`src/core/sgs_pkg.sv`:
```
// Constants and carrier types for the servo gain switch and resonance control.
package sgs_pkg;

	localparam int CLK_PERIOD_NS = 10;
	localparam int CLK_FREQ_HZ = 100_000_000;

	// One step of a switching delay setting, in microseconds.
	localparam int DELAY_UNIT_US = 100;
	localparam int DELAY_UNIT_CYCLES = DELAY_UNIT_US * 1000 / CLK_PERIOD_NS;

	// Command variation is measured over this window.
	localparam int RATE_WINDOW_MS = 1000;
	localparam int RATE_WINDOW_CYCLES = RATE_WINDOW_MS * (CLK_FREQ_HZ / 1000);

	// One level step of the speed-rate condition is 10 r/min per second.
	localparam logic [19:0] SPEED_RATE_STEP = 20'h0000A;

	localparam logic [2:0] VSEL_FIRST = 3'h0;
	localparam logic [2:0] VSEL_SECOND = 3'h1;
	localparam logic [2:0] VSEL_SWITCH_IN = 3'h2;
	localparam logic [2:0] VSEL_TORQUE = 3'h3;
	localparam logic [2:0] VSEL_SPEED_RATE = 3'h4;
	localparam logic [2:0] VSEL_SPEED = 3'h5;

	localparam logic [1:0] TSEL_FIRST = 2'h0;
	localparam logic [1:0] TSEL_SECOND = 2'h1;
	localparam logic [1:0] TSEL_SWITCH_IN = 2'h2;
	localparam logic [1:0] TSEL_TORQUE_RATE = 2'h3;

	localparam logic [1:0] ADAPT_OFF = 2'h0;
	localparam logic [1:0] ADAPT_TWO = 2'h2;

	localparam logic [15:0] NOTCH_OFF_FREQ = 16'h1388;

	// Filter time constant step is 10 us; cutoff is this number over it.
	localparam real PI = 3.14159265358979;
	localparam real TC_UNIT_S = 0.00001;
	localparam logic [31:0] CUTOFF_NUM = 32'($rtoi(1.0 / (2.0 * PI * TC_UNIT_S)));
	localparam logic [15:0] CUTOFF_MAX = 16'hFFFF;

	typedef enum logic {SGS_MODE_VELOCITY, SGS_MODE_TORQUE} sgs_mode_t;

	typedef enum {GAIN_FIRST, GAIN_SECOND, GAIN_RETURN} sgs_gain_state_t;

	typedef struct packed {
		logic [15:0] delay;
		logic [15:0] level;
		logic [15:0] hysteresis;
	} sgs_switch_cfg_t;

	typedef struct packed {
		logic [15:0] freq;
		logic [7:0] width;
		logic [7:0] depth;
	} sgs_notch_t;

	typedef struct packed {
		logic res1Found;
		logic [15:0] res1Freq;
		logic res2Found;
		logic [15:0] res2Freq;
		logic [7:0] width3;
		logic [7:0] depth3;
		logic [7:0] width4;
		logic [7:0] depth4;
	} sgs_estimate_t;

	localparam sgs_notch_t NOTCH_RESET = '{freq: NOTCH_OFF_FREQ,
		width: 8'h00, depth: 8'h00};

endpackage : sgs_pkg

```
`src/core/sgs_gain_switch.sv`:
```
// Gain set selection, torque filter and adaptive notch control.
//
// Function
// - Velocity codes 0,1,2: first, second, pin.
// - Velocity code 4: speed command rate, no delay.
// - Codes 3, 5: torque, speed, with delay.
// - Torque code 3: torque change, with delay.
// - Torque code 2 follows gain switch pin.
// - Each mode uses its own switch settings.
// - Delay applies only returning to first gain.
// - Rate level step equals 10 r/min/s.
// - Cutoff is one over 2 pi tc 10us.
// - Nonzero adaptive mode enables adaptive filtering.
// - Adaptive estimates write third/fourth notch settings.
// - No resonance found gives notch frequency 5000.
// - Fourth notch takes second resonance frequency.
// - Third notch width, depth auto when adaptive.
// - Fourth notch width auto with two filters.
// - Notch frequency 5000 disables that notch.
`timescale 1ns/1ps
module sgs_gain_switch #(
	parameter int DELAY_UNIT_CYCLES = sgs_pkg::DELAY_UNIT_CYCLES,
	parameter int RATE_WINDOW_CYCLES = sgs_pkg::RATE_WINDOW_CYCLES
) (
	input logic clk,
	input logic rst,
	input sgs_pkg::sgs_mode_t controlMode,
	input logic [2:0] velocityGainSelectCode,
	input logic [1:0] torqueGainSelectCode,
	input sgs_pkg::sgs_switch_cfg_t velocitySwitch,
	input sgs_pkg::sgs_switch_cfg_t torqueSwitch,
	input logic gainSwitchPin,
	input logic signed [15:0] speedCmd,
	input logic signed [15:0] torqueCmd,
	input logic [15:0] torqueFilterTcFirst,
	input logic [15:0] torqueFilterTcSecond,
	input logic [1:0] adaptiveFilterMode,
	input sgs_pkg::sgs_notch_t manualNotch3,
	input sgs_pkg::sgs_notch_t manualNotch4,
	input logic estimateValid,
	input sgs_pkg::sgs_estimate_t estimate,
	output logic gainSecond,
	output logic [15:0] torqueFilterTc,
	output logic [15:0] torqueFilterCutoff,
	output sgs_pkg::sgs_notch_t notch3,
	output sgs_pkg::sgs_notch_t notch4,
	output logic notch3Enable,
	output logic notch4Enable
);

	logic gainSwMeta_r;
	logic gainSwSync_r;
	logic [31:0] winCnt_r;
	logic winTick;
	logic signed [15:0] prevSpeed_r;
	logic signed [15:0] prevTorque_r;
	logic [16:0] speedRate_r;
	logic [16:0] torqueRate_r;
	logic [16:0] speedAbs;
	logic [16:0] torqueAbs;
	sgs_pkg::sgs_switch_cfg_t cfg;
	logic [19:0] monValue;
	logic [19:0] monLevel;
	logic [19:0] monHyst;
	logic levelMode;
	logic usesDelay;
	logic levelHit;
	logic want2nd;
	logic condAbove_r;
	sgs_pkg::sgs_gain_state_t state_r;
	logic [31:0] preCnt_r;
	logic [15:0] unitCnt_r;
	logic delayDone;
	logic [15:0] tcSel;
	logic [15:0] torqueFilterTc_r;
	logic [15:0] torqueFilterCutoff_r;
	logic adaptOn;
	logic twoFilters;
	sgs_pkg::sgs_notch_t notch3_r;
	sgs_pkg::sgs_notch_t notch4_r;

	function automatic logic [16:0] absDiff(
		input logic signed [15:0] a,
		input logic signed [15:0] b
	);
		logic signed [16:0] d;
		d = {a[15], a} - {b[15], b};
		return d[16] ? 17'(-d) : 17'(d);
	endfunction : absDiff

	// Compares with the current decision as memory, so a value inside the
	// hysteresis band keeps whatever was decided last.
	function automatic logic hystCompare(
		input logic above,
		input logic [19:0] value,
		input logic [19:0] lvl,
		input logic [19:0] hy
	);
		logic signed [21:0] v;
		logic signed [21:0] onTh;
		logic signed [21:0] offTh;
		v = {2'b00, value};
		onTh = {2'b00, lvl} + {3'b000, hy[19:1]};
		offTh = {2'b00, lvl} - {3'b000, hy[19:1]};
		return above ? !(v < offTh) : (v > onTh);
	endfunction : hystCompare

	// The gain switch pin is asynchronous to the control cycle.
	always_ff @(posedge clk)
	begin
		if (rst)
		begin
			gainSwMeta_r <= 1'b0;
			gainSwSync_r <= 1'b0;
		end
		else
		begin
			gainSwMeta_r <= gainSwitchPin;
			gainSwSync_r <= gainSwMeta_r;
		end
	end

	assign winTick = (winCnt_r == 32'(RATE_WINDOW_CYCLES - 1));

	always_ff @(posedge clk)
	begin
		if (rst)
			winCnt_r <= 32'h0;
		else if (winTick)
			winCnt_r <= 32'h0;
		else
			winCnt_r <= winCnt_r + 32'h1;
	end

	// Variation is the command change across one window; it is held
	// between window ends, so it reacts at most one window late.
	always_ff @(posedge clk)
	begin
		if (rst)
		begin
			prevSpeed_r <= 16'sh0000;
			prevTorque_r <= 16'sh0000;
			speedRate_r <= 17'h00000;
			torqueRate_r <= 17'h00000;
		end
		else if (winTick)
		begin
			prevSpeed_r <= speedCmd;
			prevTorque_r <= torqueCmd;
			speedRate_r <= absDiff(speedCmd, prevSpeed_r);
			torqueRate_r <= absDiff(torqueCmd, prevTorque_r);
		end
	end

	assign speedAbs = absDiff(speedCmd, 16'sh0000);
	assign torqueAbs = absDiff(torqueCmd, 16'sh0000);

	always_comb
	begin
		cfg = (controlMode == sgs_pkg::SGS_MODE_VELOCITY) ?
			velocitySwitch : torqueSwitch;
		monValue = 20'h00000;
		monLevel = {4'h0, cfg.level};
		monHyst = {4'h0, cfg.hysteresis};
		levelMode = 1'b0;
		usesDelay = 1'b0;
		want2nd = 1'b0;
		if (controlMode == sgs_pkg::SGS_MODE_VELOCITY)
		begin
			unique case (velocityGainSelectCode)
				sgs_pkg::VSEL_FIRST: want2nd = 1'b0;
				sgs_pkg::VSEL_SECOND: want2nd = 1'b1;
				sgs_pkg::VSEL_SWITCH_IN: want2nd = gainSwSync_r;
				sgs_pkg::VSEL_TORQUE:
				begin
					monValue = {3'h0, torqueAbs};
					levelMode = 1'b1;
					usesDelay = 1'b1;
				end
				sgs_pkg::VSEL_SPEED_RATE:
				begin
					monValue = {3'h0, speedRate_r};
					monLevel = 20'({4'h0, cfg.level} *
						sgs_pkg::SPEED_RATE_STEP);
					monHyst = 20'({4'h0, cfg.hysteresis} *
						sgs_pkg::SPEED_RATE_STEP);
					levelMode = 1'b1;
				end
				sgs_pkg::VSEL_SPEED:
				begin
					monValue = {3'h0, speedAbs};
					levelMode = 1'b1;
					usesDelay = 1'b1;
				end
				default: want2nd = 1'b0;
			endcase
		end
		else
		begin
			unique case (torqueGainSelectCode)
				sgs_pkg::TSEL_FIRST: want2nd = 1'b0;
				sgs_pkg::TSEL_SECOND: want2nd = 1'b1;
				sgs_pkg::TSEL_SWITCH_IN: want2nd = gainSwSync_r;
				sgs_pkg::TSEL_TORQUE_RATE:
				begin
					monValue = {3'h0, torqueRate_r};
					levelMode = 1'b1;
					usesDelay = 1'b1;
				end
			endcase
		end
		levelHit = hystCompare(condAbove_r, monValue, monLevel,
			monHyst);
		if (levelMode)
			want2nd = levelHit;
	end

	always_ff @(posedge clk)
	begin
		if (rst)
			condAbove_r <= 1'b0;
		else
			condAbove_r <= levelMode & levelHit;
	end

	assign delayDone = (unitCnt_r >= cfg.delay);

	// Rising to the second gain never waits; only the return is delayed.
	always_ff @(posedge clk)
	begin
		if (rst)
			state_r <= sgs_pkg::GAIN_FIRST;
		else
		begin
			unique case (state_r)
				sgs_pkg::GAIN_FIRST:
					if (want2nd)
						state_r <= sgs_pkg::GAIN_SECOND;
				sgs_pkg::GAIN_SECOND:
					if (!want2nd)
						state_r <= (usesDelay && cfg.delay != 16'h0000) ?
							sgs_pkg::GAIN_RETURN : sgs_pkg::GAIN_FIRST;
				sgs_pkg::GAIN_RETURN:
					if (want2nd)
						state_r <= sgs_pkg::GAIN_SECOND;
					else if (!usesDelay || delayDone)
						state_r <= sgs_pkg::GAIN_FIRST;
			endcase
		end
	end

	always_ff @(posedge clk)
	begin
		if (rst || state_r != sgs_pkg::GAIN_RETURN || want2nd)
		begin
			preCnt_r <= 32'h0;
			unitCnt_r <= 16'h0000;
		end
		else if (preCnt_r == 32'(DELAY_UNIT_CYCLES - 1))
		begin
			preCnt_r <= 32'h0;
			if (unitCnt_r != 16'hFFFF)
				unitCnt_r <= unitCnt_r + 16'h0001;
		end
		else
			preCnt_r <= preCnt_r + 32'h1;
	end

	assign gainSecond = (state_r != sgs_pkg::GAIN_FIRST);

	assign tcSel = gainSecond ? torqueFilterTcSecond : torqueFilterTcFirst;

	// A zero time constant means no filtering, shown as the top cutoff.
	always_ff @(posedge clk)
	begin
		if (rst)
		begin
			torqueFilterTc_r <= 16'h0000;
			torqueFilterCutoff_r <= sgs_pkg::CUTOFF_MAX;
		end
		else
		begin
			torqueFilterTc_r <= tcSel;
			torqueFilterCutoff_r <= (tcSel == 16'h0000) ?
				sgs_pkg::CUTOFF_MAX :
				16'(sgs_pkg::CUTOFF_NUM / {16'h0000, tcSel});
		end
	end

	assign torqueFilterTc = torqueFilterTc_r;
	assign torqueFilterCutoff = torqueFilterCutoff_r;

	assign adaptOn = (adaptiveFilterMode != sgs_pkg::ADAPT_OFF);
	assign twoFilters = (adaptiveFilterMode >= sgs_pkg::ADAPT_TWO);

	always_ff @(posedge clk)
	begin
		if (rst)
			notch3_r <= sgs_pkg::NOTCH_RESET;
		else if (!adaptOn)
			notch3_r <= manualNotch3;
		else if (estimateValid)
		begin
			notch3_r.freq <= estimate.res1Found ? estimate.res1Freq :
				sgs_pkg::NOTCH_OFF_FREQ;
			notch3_r.width <= estimate.width3;
			notch3_r.depth <= estimate.depth3;
		end
	end

	// With a single adaptive filter the fourth notch stays under host control.
	always_ff @(posedge clk)
	begin
		if (rst)
			notch4_r <= sgs_pkg::NOTCH_RESET;
		else if (!twoFilters)
			notch4_r <= manualNotch4;
		else if (estimateValid)
		begin
			notch4_r.freq <= estimate.res2Found ? estimate.res2Freq :
				sgs_pkg::NOTCH_OFF_FREQ;
			notch4_r.width <= estimate.width4;
			notch4_r.depth <= estimate.depth4;
		end
	end

	assign notch3 = notch3_r;
	assign notch4 = notch4_r;
	assign notch3Enable = (notch3_r.freq != sgs_pkg::NOTCH_OFF_FREQ);
	assign notch4Enable = (notch4_r.freq != sgs_pkg::NOTCH_OFF_FREQ);

	a_vel_fixed_gain: assert property (@(posedge clk) disable iff (rst)
		(controlMode == sgs_pkg::SGS_MODE_VELOCITY &&
		velocityGainSelectCode == sgs_pkg::VSEL_SECOND) [*2]
		|-> gainSecond)
		else $error("velocity code 1 did not select second gain");

	a_torque_pin_follow: assert property (@(posedge clk) disable iff (rst)
		(controlMode == sgs_pkg::SGS_MODE_TORQUE &&
		torqueGainSelectCode == sgs_pkg::TSEL_SWITCH_IN) [*2]
		|-> gainSecond == $past(gainSwSync_r))
		else $error("torque code 2 gain does not follow the pin");

	a_rise_no_delay: assert property (@(posedge clk) disable iff (rst)
		(!gainSecond && want2nd) |=> gainSecond)
		else $error("switch to second gain was delayed");

	a_return_delayed: assert property (@(posedge clk) disable iff (rst)
		(state_r == sgs_pkg::GAIN_SECOND && !want2nd && usesDelay &&
		cfg.delay != 16'h0000) |=> gainSecond [*2])
		else $error("return to first gain ignored the delay");

	a_speed_level_on: assert property (@(posedge clk) disable iff (rst)
		(controlMode == sgs_pkg::SGS_MODE_VELOCITY &&
		velocityGainSelectCode == sgs_pkg::VSEL_SPEED &&
		{3'h0, speedAbs} > {4'h0, cfg.level} + {5'h00, cfg.hysteresis[15:1]})
		|=> gainSecond)
		else $error("speed above level did not raise second gain");

	a_cutoff_value: assert property (@(posedge clk) disable iff (rst)
		(tcSel != 16'h0000) |=> torqueFilterCutoff ==
		16'(sgs_pkg::CUTOFF_NUM / {16'h0000, $past(tcSel)}))
		else $error("torque filter cutoff is wrong");

	a_notch3_none: assert property (@(posedge clk) disable iff (rst)
		(adaptOn && estimateValid && !estimate.res1Found)
		|=> notch3.freq == sgs_pkg::NOTCH_OFF_FREQ && !notch3Enable)
		else $error("third notch not disabled without resonance");

	a_notch4_load: assert property (@(posedge clk) disable iff (rst)
		(twoFilters && estimateValid && estimate.res2Found)
		|=> notch4.freq == $past(estimate.res2Freq) && notch4Enable ==
		($past(estimate.res2Freq) != sgs_pkg::NOTCH_OFF_FREQ))
		else $error("fourth notch did not take second resonance");

	a_notch4_manual: assert property (@(posedge clk) disable iff (rst)
		(!twoFilters) |=> notch4.width == $past(manualNotch4.width))
		else $error("fourth notch width changed without two filters");

	a_notch3_width: assert property (@(posedge clk) disable iff (rst)
		(adaptOn && estimateValid) |=> notch3.width == $past(estimate.width3)
		&& notch3.depth == $past(estimate.depth3))
		else $error("third notch width or depth not updated");

endmodule : sgs_gain_switch

```
`config.mk`:
```
export PLATFORM = sky130hd
export DESIGN_NAME = sgs_gain_switch
export DESIGN_NICKNAME = d
export VERILOG_FILES = /design/src/core/sgs_pkg.sv /design/src/core/sgs_gain_switch.sv
export SDC_FILE = /design/constraint.sdc
export NUM_CORES = 1
export LEC_CHECK = 0
export ABC_CLOCK_PERIOD_IN_PS = 120000
export BUFFER_PORTS_ARGS = -buffer_cell sky130_fd_sc_hd__buf_2
export CORE_ASPECT_RATIO = 1.5
export CORE_MARGIN = 10
export CORE_UTILIZATION = 40
export CTS_BUF_LIST = sky130_fd_sc_hd__clkbuf_4
export CTS_CLUSTER_SIZE = 28
export DETAILED_ROUTE_END_ITERATION = 16
export GPL_ROUTABILITY_DRIVEN = 1
export SLEW_MARGIN = 10
export SYNTH_ARGS = -nofsm -noshare
export SYNTH_HDL_FRONTEND = slang
export SYNTH_SLANG_ARGS = --single-unit
```
`constraint.sdc`:
```
create_clock -name clk -period 120 [get_ports clk]
set_clock_uncertainty 0.15 [all_clocks]
set_input_delay 18 -clock clk [delete_from_list [all_inputs] [get_ports clk]]
set_output_delay 18 -clock clk [all_outputs]
set_load 0.02 [all_outputs]
```
==> results.yml <==
run_status:
  status: "complete, no violations"
cells_and_area:
  drive_gt1_frac: 0.136
  fillers: 10700
  final_nets: 6901
  area_growth_pct: 10.9
setup_path:
  slowest_delay_ps: 1060
  worstPathRequired_ps: 120620
  critPathCapture: "torqueFilterCutoff[0]$_SDFF_PP1_"
  reg2reg_depth: 401
  worstSetupPathType: "input pin to flop"
  cpMaxStageDelayCell: "nor3_1"
  worstPathArrival_ps: 109500
  start_kind: "input pin"
  path_max_fanout: 41
  ff2ff_setup_slack_ps: 26870
  worst_r2r_endpoint: "torqueFilterCutoff[0]$_SDFF_PP1_"
  critPathCaptureType: "flop"
  reg2reg_from: "state_r[0]$_SDFFE_PP0P_"
  startpoint: "torqueFilterTcSecond[15]"
floorplanning:
  die_w_microns: 283
  num_rows: 144
  start_util: 0.404
  ioPinCount: 401
  die_y_microns: 415
  core_area_sq_um: 103000
  dieArea_sq_um: 117000
global_routing:
  antenna_found_initial: 12
  grt_max_degree: 97
  gr-usage-all-layers: 0.230
  grt_pass1_vias: 42600
  grt_overflow: 0
  grt_pass1_wl_microns: 224000
routing:
  top_layer: "met5"
  wirelength_microns: 142000
  routedWlPerCell_microns: 19.0
  dr_wl_met2_microns: 71400
  drt_iter0_drc: 2225
  dr.pass1.iters: 6
  drc_errors: 0
  vias_per_cell: 5.78
  antenna_left: 0
  vias: 43300
  dr_wl_met3_microns: 6930
  met1Wirelength_microns: 56100
timing:
  fin_crit_sh: 0.907
  rsz0062_at_grt: "no"
  period_minus_slack_ps: 108880
  fin_tns_setup_ps: 0
  worst_slew_pin_slew_ps: 1240
  setup_violations: 0
  hold_ws_ps: 294
  relSlewSlack: 0.165
  slew_viol_final: 0
  fmax_mhz: 9.18
  finalHoldViolCount: 0
placed_design:
  place.gp.congestion: 0.975
  placement.io_buffers: 400
  dpl.hpwl_microns: 112000
synthesis:
  ys_types: 123
  yosysSeqAreaShare: 0.119
  post-synth-top-count-cell: "nor2_1"
  syn_area_sq_um: 41500
  syn_area_per_cell_sq_um: 7.26
  synthArstFlopShare: 0
  synth_common_cells: "nor2_1 (590), ha_1 (548), nand2_1 (530)"
  postSynthCellCount: 5719
  yosys_warnings: 0
  synth_nets: 6575
  yosysTopAreaCell: "ha_1"
  synth.area.top_cells: "ha_1 (17%), dfxtp_1 (12%), nor2_1 (5.3%)"
  synth_ff_type: "dfxtp_1"
  yosysTopAreaCellShare: 0.165
  ys_ff_latch: 247
  synth_edf_count: 0
clocking:
  clkTransAtPathRegs_ps: 60
  cts_tree: "built"
  cts.repair.resized: 0
  post-cts-setup-buffers: 0
  ctsHoldBuffers: 0
  cts_buffers: 73
  ctsLongestPathBuffers: 3
  clkLatencyLatePin_ps: 940
  clock_sinks: 247
  root_buffer: "clkbuf_4"
  h-tree-depth: 3
worst_hold_path:
  hp-class: "flop to flop"
flow_run:
  drv_cap: 0
## placed cells by master (no fill, tap or decap), types with 124 or more instances in the layout
cell,netlist,layout
nor2_1,590,588
ha_1,548,547
nand2_1,530,530
a21oi_1,441,441
buf_2,20,398
o21ai_0,310,310
inv_1,273,273
dfxtp_1,247,247
xnor2_1,230,230
nor3_1,183,180
o21a_1,170,170
xor2_1,162,162
a21o_1,126,126
nand2b_1,124,124
## state kept, by name, summed over array words and instances (netlist names)
signal / flops
gainSwMeta_r: 1
torqueRate_r: 17
condAbove_r: 1
notch4: 32
notch3: 32
state_r: 2
winCnt_r: 32
speedRate_r: 17
prevTorque_r: 16
gainSwSync_r: 1
prevSpeed_r: 16
torqueFilterCutoff: 16
preCnt_r: 32
torqueFilterTc: 16
unitCnt_r: 16
## cells by family after synthesis
family / synth area share
xor+xnor: 0.0826
other cells: 0.0000903
compound gates: 0.279
flops: 0.119
simple gates: 0.239
buf+inv: 0.0450
mux: 0.0671
fa+ha+maj: 0.168
## worst max-delay path, delay by kind of cell
kind / cells / cell delay [ps]
multiplexers: 8 / 2220
AO/OA/AOI/OAI: 236 / 51920
buffers and inverters: 20 / 3920
AND/OR/NAND/NOR: 105 / 23880
adder cells (fa/ha/maj): 30 / 9310
## routing by layer
metal	vias to the layer above	GRT usage
met5	-	0
met4	8	0.124
met3	377	0.0359
met2	1103	0.423
met1	20100	0.249
li1	21700	-
## worst min path at each step
stage	startpoint	to	slack [ps]	cells after the start
2_1_floorplan	preCnt_r[0]$_SDFF_PP0_	preCnt_r[0]$_SDFF_PP0_	260	1
3_3_place_gp	preCnt_r[0]$_SDFF_PP0_	preCnt_r[0]$_SDFF_PP0_	270	1
3_5_place_dp	preCnt_r[0]$_SDFF_PP0_	preCnt_r[0]$_SDFF_PP0_	280	1
4_1_cts	preCnt_r[0]$_SDFF_PP0_	preCnt_r[0]$_SDFF_PP0_	300	1
5_1_grt	prevSpeed_r[1]$_SDFFE_PP0P_	prevSpeed_r[1]$_SDFFE_PP0P_	320	2
6_report	preCnt_r[0]$_SDFF_PP0_	preCnt_r[0]$_SDFF_PP0_	290	1
## layout make-up
class	count	area, sq um	area share
clock inverters	35	184	0.00399
clock buffers	95	713	0.0155
repair buffers	459	2450	0.0533
inverters	274	1030	0.0223
multi-input cells	4990	35000	0.759
flip-flops and latches	247	4940	0.107
diodes	8	20.0	0.000435
well taps	1387	1740	0.0377
## per-stage QoR
step	utilization	std cells	area (sq um)	worst slack (ps)
global placement	0.439	7357	45100	13920
CTS	0.447	7487	46000	12330
detailed placement	0.439	7357	45100	11540
floorplan	-	5719	41500	17860
global route	0.448	7495	46100	2110
finish	0.448	7495	46100	11120
Power is left out: the tool's default activity adds up to more than one toggle a clock period on the data nets, which glitch-free logic cannot reach.
